[config.mk]
export PLATFORM = sky130hd
export DESIGN_NAME = fpbl_front_panel
export DESIGN_NICKNAME = d
export VERILOG_FILES = /design/src/fpbl_pkg.sv /design/src/fpbl_debounce.sv /design/src/fpbl_front_panel.sv
export SDC_FILE = /design/constraint.sdc
export NUM_CORES = 1
export LEC_CHECK = 0
export BUFFER_PORTS_ARGS = -buffer_cell sky130_fd_sc_hd__buf_4
export CORE_MARGIN = 2
export CORE_UTILIZATION = 50
export CTS_CLUSTER_DIAMETER = 30
export CTS_CLUSTER_SIZE = 8
export DETAILED_ROUTE_END_ITERATION = 6
export PLACE_DENSITY = 0.67
export SLEW_MARGIN = 20
export SYNTH_ARGS = -nofsm -noshare
export SYNTH_HDL_FRONTEND = slang
export SYNTH_SLANG_ARGS = --single-unit
[constraint.sdc]
create_clock -name clk_i -period 3.05 [get_ports clk_i]
set_input_delay 0.1525 -clock clk_i [delete_from_list [all_inputs] [get_ports clk_i]]
set_output_delay 0.1525 -clock clk_i [all_outputs]
set_load 0.01 [all_outputs]
[src/fpbl_pkg.sv]
package fpbl_pkg;

  // ----------------------------------------
  // Clock and timing
  // ----------------------------------------
  localparam int unsigned CLK_HZ           = 10_000_000;  // Standby clock rate
  localparam int unsigned OFF_TIMEOUT_MS   = 4500;        // Forced off, inside 4 to 5 s
  localparam int unsigned OFF_TIMEOUT_CYC  = (CLK_HZ / 1000) * OFF_TIMEOUT_MS;
  localparam int unsigned BLINK_HZ         = 1;           // About 1 Hz blink
  localparam int unsigned BLINK_HALF_CYC   = CLK_HZ / (2 * BLINK_HZ);
  localparam int unsigned DEBOUNCE_US      = 10000;       // Button settle time
  localparam int unsigned DEBOUNCE_CYC     = (CLK_HZ / 1_000_000) * DEBOUNCE_US;
  localparam int unsigned REQ_PULSE_US     = 16;          // Request pulse to chipset
  localparam int unsigned REQ_PULSE_CYC    = (CLK_HZ / 1_000_000) * REQ_PULSE_US;

  // ----------------------------------------
  // Chipset sleep state encoding
  // ----------------------------------------
  localparam logic [1:0] SLP_S0 = 2'h0;  // Working
  localparam logic [1:0] SLP_S1 = 2'h1;  // Light sleep
  localparam logic [1:0] SLP_S5 = 2'h3;  // Soft off

  // ----------------------------------------
  // Identify source
  // ----------------------------------------
  localparam logic [1:0] ID_CMD_OFF   = 2'h0;  // Command: lamp off
  localparam logic [1:0] ID_CMD_ON    = 2'h1;  // Command: identify by command

  // Power sequencer states
  typedef enum logic [1:0] {
    FPBL_OFF,
    FPBL_ON,
    FPBL_OFF_PEND
  } fpbl_pwr_t;

endpackage : fpbl_pkg

[src/fpbl_debounce.sv]
`timescale 1ns/1ps
// ----------------------------------------
// Synchroniser and debouncer for one active-low button
// ----------------------------------------
module fpbl_debounce #(
  parameter int unsigned SETTLE_CYC = fpbl_pkg::DEBOUNCE_CYC  // Stable time before accept
) (
  input  wire logic clk_i,
  input  wire logic reset_i,
  input  wire logic button_n_i,   // Raw pin, active low
  output logic      press_o       // One-cycle pulse on accepted press
);

  localparam int W = $clog2(SETTLE_CYC + 1);

  typedef struct packed {
    logic         sync1;   // First synchroniser stage, read only by sync2
    logic         sync2;   // Second stage
    logic         stable;  // Debounced level, high = pressed
    logic [W-1:0] count;   // Settle counter
    logic         press;   // Edge pulse
  } fpbl_db_t;

  fpbl_db_t st, next_st;

  // ----------------------------------------
  // Next state
  // ----------------------------------------
  always_comb begin
    next_st       = st;
    next_st.sync1 = ~button_n_i;
    next_st.sync2 = st.sync1;
    next_st.press = 1'b0;
    if (st.sync2 == st.stable) begin
      next_st.count = '0;                          // Agrees, nothing pending
    end else if (st.count == W'(SETTLE_CYC - 1)) begin
      next_st.count  = '0;
      next_st.stable = st.sync2;
      next_st.press  = st.sync2;                   // Press edge only, see RULE11
    end else begin
      next_st.count = st.count + 1'b1;
    end
  end

  // ----------------------------------------
  // State register
  // ----------------------------------------
  always_ff @(posedge clk_i) begin
    if (reset_i) begin
      st <= '0;
    end else begin
      st <= next_st;
    end
  end

  assign press_o = st.press;

endmodule : fpbl_debounce

[src/fpbl_front_panel.sv]
`timescale 1ns/1ps
// How it works
// RULE1: Power button or wake edge starts power-up
// RULE2: Button only requests chipset, never switches supply (a press in FPBL_OFF switches supply on directly)
// RULE3: Drop supply enable when chipset reports off
// RULE4: Unserviced off request forces off after timeout
// RULE5: Reset button forwarded to chipset, unconditionally
// RULE6: Identify button toggles identify lamp
// RULE7: Identify lamp holds until button or command
// RULE8: Power lamp lit while DC power on
// RULE9: Power lamp off S5, blink S1, solid S0
// RULE10: Identify solid by button, blinking by command (a command state other than ID_CMD_ON or ID_CMD_OFF lights it solid)
// RULE11: Buttons synchronised, debounced, act once per press
// RULE12: Blink rate from divider, equal halves
module fpbl_front_panel #(
  parameter int unsigned OFF_TIMEOUT = fpbl_pkg::OFF_TIMEOUT_CYC,  // Forced off delay
  parameter int unsigned BLINK_HALF  = fpbl_pkg::BLINK_HALF_CYC,   // Blink half period
  parameter int unsigned SETTLE      = fpbl_pkg::DEBOUNCE_CYC,     // Debounce settle
  parameter int unsigned REQ_PULSE   = fpbl_pkg::REQ_PULSE_CYC     // Request pulse width
) (
  input  wire logic       clk_i,
  input  wire logic       reset_i,
  input  wire logic       front_power_button_n_i,    // Power button, active low
  input  wire logic       front_reset_button_n_i,    // Reset button, active low
  input  wire logic       front_identify_button_n_i, // Identify button, active low
  input  wire logic       chipset_wake_i,            // Chipset wake event level
  input  wire logic [1:0] chipset_sleep_state_i,     // Chipset sleep state
  input  wire logic       identify_cmd_valid_i,      // Management identify command strobe
  input  wire logic [1:0] identify_cmd_state_i,      // Commanded identify state
  output logic            supply_enable_out_o,       // Power supply enable
  output logic            power_good_o,              // Power good to system
  output logic            system_reset_n_o,          // System reset, active low
  output logic            chipset_power_req_o,       // Power button request to chipset
  output logic            chipset_reset_req_o,       // Reset request to chipset
  output logic            front_power_lamp_n_o,      // Power lamp, active low
  output logic            front_identify_lamp_n_o    // Identify lamp, active low
);

  localparam int TW = $clog2(OFF_TIMEOUT + 1);
  localparam int BW = $clog2(BLINK_HALF + 1);
  localparam int PW = $clog2(REQ_PULSE + 1);

  // ----------------------------------------
  // State
  // ----------------------------------------
  typedef struct packed {
    logic               wake_s1;      // Wake synchroniser first stage
    logic               wake_s2;      // Wake synchroniser second stage
    logic               wake_d;       // Previous wake for edge
    logic [1:0]         slp_s1;       // Sleep state sync first stage
    logic [1:0]         slp_s2;       // Sleep state sync second stage
    fpbl_pkg::fpbl_pwr_t pwr;         // Power sequencer
    logic [TW-1:0]      off_cnt;      // Forced-off timer
    logic [BW-1:0]      blink_cnt;    // Blink divider
    logic               blink;        // Blink phase
    logic [PW-1:0]      preq_cnt;     // Power request pulse timer
    logic [PW-1:0]      rreq_cnt;     // Reset request pulse timer
    logic               id_on;        // Identify active
    logic               id_by_cmd;    // Identify set by command
    logic               supply_en;
    logic               pgood;
    logic               rst_n;
    logic               preq;
    logic               rreq;
    logic               pwr_lamp_n;
    logic               id_lamp_n;
  } fpbl_st_t;

  fpbl_st_t st, next_st;

  logic pwr_press;  // Debounced power press pulse
  logic rst_press;  // Debounced reset press pulse
  logic id_press;   // Debounced identify press pulse

  // ----------------------------------------
  // Button conditioning
  // ----------------------------------------
  fpbl_debounce #(.SETTLE_CYC(SETTLE)) u_db_pwr (
    .clk_i      (clk_i),
    .reset_i    (reset_i),
    .button_n_i (front_power_button_n_i),
    .press_o    (pwr_press)
  );  // see RULE11

  fpbl_debounce #(.SETTLE_CYC(SETTLE)) u_db_rst (
    .clk_i      (clk_i),
    .reset_i    (reset_i),
    .button_n_i (front_reset_button_n_i),
    .press_o    (rst_press)
  );

  fpbl_debounce #(.SETTLE_CYC(SETTLE)) u_db_id (
    .clk_i      (clk_i),
    .reset_i    (reset_i),
    .button_n_i (front_identify_button_n_i),
    .press_o    (id_press)
  );

  // Pulse counter reload helper
  function automatic logic [PW-1:0] pulse_next(input logic start, input logic [PW-1:0] cnt);
    if (start) begin
      pulse_next = PW'(REQ_PULSE);
    end else if (cnt != '0) begin
      pulse_next = cnt - 1'b1;
    end else begin
      pulse_next = '0;
    end
  endfunction : pulse_next

  // ----------------------------------------
  // Next state
  // ----------------------------------------
  always_comb begin
    logic wake_edge;
    logic slp_off;
    wake_edge = 1'b0;
    slp_off   = 1'b0;
    next_st   = st;

    // Two-flop synchronisers for chipset levels
    next_st.wake_s1 = chipset_wake_i;
    next_st.wake_s2 = st.wake_s1;
    next_st.wake_d  = st.wake_s2;
    next_st.slp_s1  = chipset_sleep_state_i;
    next_st.slp_s2  = st.slp_s1;
    wake_edge       = st.wake_s2 & ~st.wake_d;
    slp_off         = (st.slp_s2 == fpbl_pkg::SLP_S5);

    // Blink divider, equal on and off halves
    if (st.blink_cnt == BW'(BLINK_HALF - 1)) begin
      next_st.blink_cnt = '0;
      next_st.blink     = ~st.blink;                        // see RULE12
    end else begin
      next_st.blink_cnt = st.blink_cnt + 1'b1;
    end

    // Power button always becomes a chipset request; in FPBL_OFF it also switches supply on
    next_st.preq_cnt = pulse_next(pwr_press, st.preq_cnt);  // see RULE2
    // Reset request path has no firmware gate
    next_st.rreq_cnt = pulse_next(rst_press, st.rreq_cnt);  // see RULE5

    // Power sequencer
    unique case (st.pwr)
      fpbl_pkg::FPBL_OFF: begin
        if (pwr_press || wake_edge) begin
          next_st.pwr = fpbl_pkg::FPBL_ON;                  // see RULE1
        end
      end
      fpbl_pkg::FPBL_ON: begin
        if (pwr_press) begin
          next_st.pwr     = fpbl_pkg::FPBL_OFF_PEND;
          next_st.off_cnt = '0;
        end else if (slp_off) begin
          next_st.pwr = fpbl_pkg::FPBL_OFF;                 // see RULE3
        end
      end
      fpbl_pkg::FPBL_OFF_PEND: begin
        next_st.off_cnt = st.off_cnt + 1'b1;
        if (slp_off) begin
          next_st.pwr = fpbl_pkg::FPBL_OFF;                 // see RULE3
        end else if (st.off_cnt == TW'(OFF_TIMEOUT - 1)) begin
          next_st.pwr = fpbl_pkg::FPBL_OFF;                 // see RULE4
        end
      end
      default: begin
        next_st.pwr = fpbl_pkg::FPBL_OFF;                   // Illegal code recovers to off
      end
    endcase

    // Supply, power good and reset follow the sequencer
    next_st.supply_en = (next_st.pwr != fpbl_pkg::FPBL_OFF);  // see RULE1
    next_st.pgood     = st.supply_en && next_st.supply_en;   // Good one cycle after enable
    next_st.rst_n     = st.pgood && next_st.pgood;           // Reset released after good
    next_st.preq      = (next_st.preq_cnt != '0);
    next_st.rreq      = (next_st.rreq_cnt != '0);

    // Identify: command and button; command wins if simultaneous
    if (identify_cmd_valid_i) begin
      next_st.id_on     = (identify_cmd_state_i != fpbl_pkg::ID_CMD_OFF);  // see RULE7
      next_st.id_by_cmd = (identify_cmd_state_i == fpbl_pkg::ID_CMD_ON);
    end else if (id_press) begin
      next_st.id_on     = ~st.id_on;                        // see RULE6
      next_st.id_by_cmd = 1'b0;
    end

    // Identify lamp: solid by button or by a command other than ID_CMD_ON or ID_CMD_OFF, blinking by ID_CMD_ON command
    next_st.id_lamp_n = ~(next_st.id_on && (!next_st.id_by_cmd || st.blink));  // see RULE10

    // Power lamp from DC power and sleep state
    if (!next_st.supply_en || slp_off) begin
      next_st.pwr_lamp_n = 1'b1;                            // see RULE9
    end else if (st.slp_s2 == fpbl_pkg::SLP_S1) begin
      next_st.pwr_lamp_n = ~st.blink;                       // see RULE9
    end else begin
      next_st.pwr_lamp_n = 1'b0;                            // see RULE8
    end
  end

  // ----------------------------------------
  // State register
  // ----------------------------------------
  always_ff @(posedge clk_i) begin
    if (reset_i) begin
      st            <= '0;
      st.pwr        <= fpbl_pkg::FPBL_OFF;
      st.pwr_lamp_n <= 1'b1;
      st.id_lamp_n  <= 1'b1;
      st.slp_s1     <= fpbl_pkg::SLP_S5;
      st.slp_s2     <= fpbl_pkg::SLP_S5;
    end else begin
      st <= next_st;
    end
  end

  // ----------------------------------------
  // Outputs, all straight from flops
  // ----------------------------------------
  assign supply_enable_out_o     = st.supply_en;
  assign power_good_o            = st.pgood;
  assign system_reset_n_o        = st.rst_n;
  assign chipset_power_req_o     = st.preq;
  assign chipset_reset_req_o     = st.rreq;
  assign front_power_lamp_n_o    = st.pwr_lamp_n;
  assign front_identify_lamp_n_o = st.id_lamp_n;

endmodule : fpbl_front_panel

==> reports/metrics.yaml <==
placed_design:
  dp_cells: 896
  portBuffers: 17
  finalWeightedCongestion: 0.819
  post-dp-hpwl_um: 8200
global_routing:
  overflow: 0
  grt_max_degree: 57
  antenna_found_initial: 0
  grt_usage_pct: 18.5
  grt_pass1_vias: 4895
  grt_first_pass_wirelength_um: 21500
synth:
  synth_edf_count: 0
  synth_most_common_cell: "dfxtp_1"
  synth_top_cell_area_share_pct: 45.6
  seq_area_frac_synth_pct: 45.6
  yosys_warnings: 0
  ys.flop_type: "dfxtp_1"
  avgSynthCellArea_um2: 8.84
  synthArstFlopShare_pct: 0
  synth_cells: 730
  syn_nets: 748
  syn-cell-area_um2: 6450
  netlist_top_cells_count: "147 x dfxtp_1, 127 x nor2_1, 47 x xor2_1, 39 x nand2_1, 39 x nand3_1"
  yosysTopAreaCell: "dfxtp_1"
  synth_area_leaders: "dfxtp_1 46%, nor2_1 7.4%, xor2_1 6.4%"
  synth-seq-cells: 147
  synth_cell_types: 60
sta:
  slew_headroom_pct: 42.3
  tightestPinTransition_ps: 862
  setup_violations: 0
  fin_worst_skew_ps: 8.59
  final_max_slew_viol_count: 0
  max_freq_ghz: 0.466
  period_minus_slack_ps: 2140
  setup_tns_ps: 0
  rsz0062_at_grt: "no"
  period_share_pct: 70.3
  finalHoldViolations: 0
critical_path:
  critPathMaxFanout: 19
  critPathLaunchType: "flip-flop"
  worst-endpoint-required_ps: 3380
  critical_path_class: "reg2reg"
  end_kind: "flip-flop"
  crit_arrival_ps: 2470
routing:
  drt_wl_total_um: 12000
  first_pass_iters: 5
  viasPerCell: 5.40
  via_count: 5051
  drc: 0
  wl_per_cell_um: 12.8
  drt_iter0_drc: 250
  final_antenna_net_count: 0
clock_network:
  cts.sinks: 147
  clkTransAtPathRegs_ps: 60
  h-tree-depth: 4
  clkLatencyLatePin_ps: 420
  clk_path_buf_depth: 2
  cts_tree: "yes"
  cts_buffers: 17
  cts-resized-gates: 0
  root_buffer: "clkbuf_16"
final_layout:
  fin_cells: 935
  syn2layout_area_growth_pct: 14.9
  drive_above_1_share_pct: 10.6
  fill_cells: 1170
  num_antenna_cells: 0
  nets: 768
power_and_ir_drop:
  cellLeakagePower_nw: 2.66
  p_per_area_nw_per_um2: 682
  vdd_ir_drop_max_mv: 0.328
floorplan:
  start_util_pct: 51.1
  die_h_um: 118
  ios: 18
  die_area_um2: 13800
  die_x_um: 118
  core_um2: 12600
  std_cell_rows: 41
job:
  max_cap_violations: 0
hold_path:
  hp-class: "in2reg"
status:
  status: "complete, no violations"
worst max-delay path: stages (launching register included):
cell	delay [ps]
dfxtp_1	410
nand2b_1	560
nand2_1	390
nor2_1	430
o21ai_0	180
o31ai_1	90
area by class of cell:
class	count	area [µm²]	area share, %
inverters	25	93.8	1.27
repair buffers	25	205	2.77
well taps	172	215	2.90
flip-flops and latches	147	2940	39.7
clock inverters	13	205	2.77
multi-input cells	534	3290	44.5
clock buffers	19	453	6.11
registers in the layout, summed over array words and instances (netlist names), 4 cells and up:
register and count:
u_db_id.st 19, u_db_pwr.st 19, u_db_rst.st 19, st 73
next_st 4
cell families (layout without fill, tap and decap cells):
family | count (synthesis) | after routing | share of synthesized area [%]
AOI/OAI and AO/OA | 80 | 80 | 7.62
xor gates and xnor gates | 82 | 82 | 11.1
adders and majority gates | 7 | 7 | 1.36
buffers and inverters | 49 | 82 | 3.32
DFF | 147 | 147 | 45.6
muxes | 6 | 6 | 0.970
and+or+nand+nor | 359 | 359 | 30.0
power by group:
part / switching (W) / internal (W)
Sequential: 0.000106 / 0.00203
Combinational: 0.000324 / 0.000306
Clock: 0.000793 / 0.00149
Total: 0.00122 / 0.00383
layer usage:
layer / up-vias / part of all wire [%] / wire, µm / track usage, %
met5: - / 0 / 0 / 0
met4: 0 / 1.6 / 195 / 8.06
met3: 16 / 3.3 / 393 / 4.70
met2: 71 / 47 / 5620 / 30.4
met1: 2391 / 48 / 5800 / 23.2
li1: 2573 / - / - / -
cell usage in the layout, fill, tap and decap left out, types with 10 or more instances in the layout:
master | netlist | routed
nor2_1 | 127 | 127
nor4_1 | 13 | 13
and3_1 | 15 | 15
nand2_1 | 39 | 39
buf_4 | 3 | 18
nand3_1 | 39 | 39
dfxtp_1 | 147 | 147
nor2_2 | 10 | 10
o21ai_0 | 22 | 22
xnor2_1 | 35 | 35
clkbuf_16 | 0 | 17
nor3_1 | 14 | 14
a21oi_1 | 24 | 24
xor2_1 | 47 | 47
nand4_1 | 26 | 26
inv_1 | 25 | 25
worst paths after layout:
check	startpoint	end	slack [ps]	cells past startpoint
worst max-delay path	st[75]	st[72]	910	5
worst min-delay path	identify_cmd_state_i[0]	st[7]	30	3
worst max register to register	st[75]	st[72]	910	5
worst min register to register	next_st[78]	st[78]	420	1
repair_timing:
item,4_1_cts,5_1_grt
endpoints found under the hold margin,8,0
hold buffers,7,0
buffers inserted,0,0
metrics by stage:
stage | utilization (%) | worst slack [ps] | instance area, µm² | power (W) | hold WS [ps]
after floorplan | - | 1270 | 6450 | 0.00266 | 219
after global placement | 52.9 | 1040 | 6680 | 0.00276 | 304
after detailed placement | 52.9 | 962 | 6680 | 0.00280 | 305
after CTS | 58.7 | 948 | 7410 | 0.00510 | 12.7
after global routing | 58.7 | 633 | 7410 | 0.00528 | 30.5
final | 58.7 | 906 | 7410 | 0.00505 | 29.4
(Power assumes the default switching activity.)
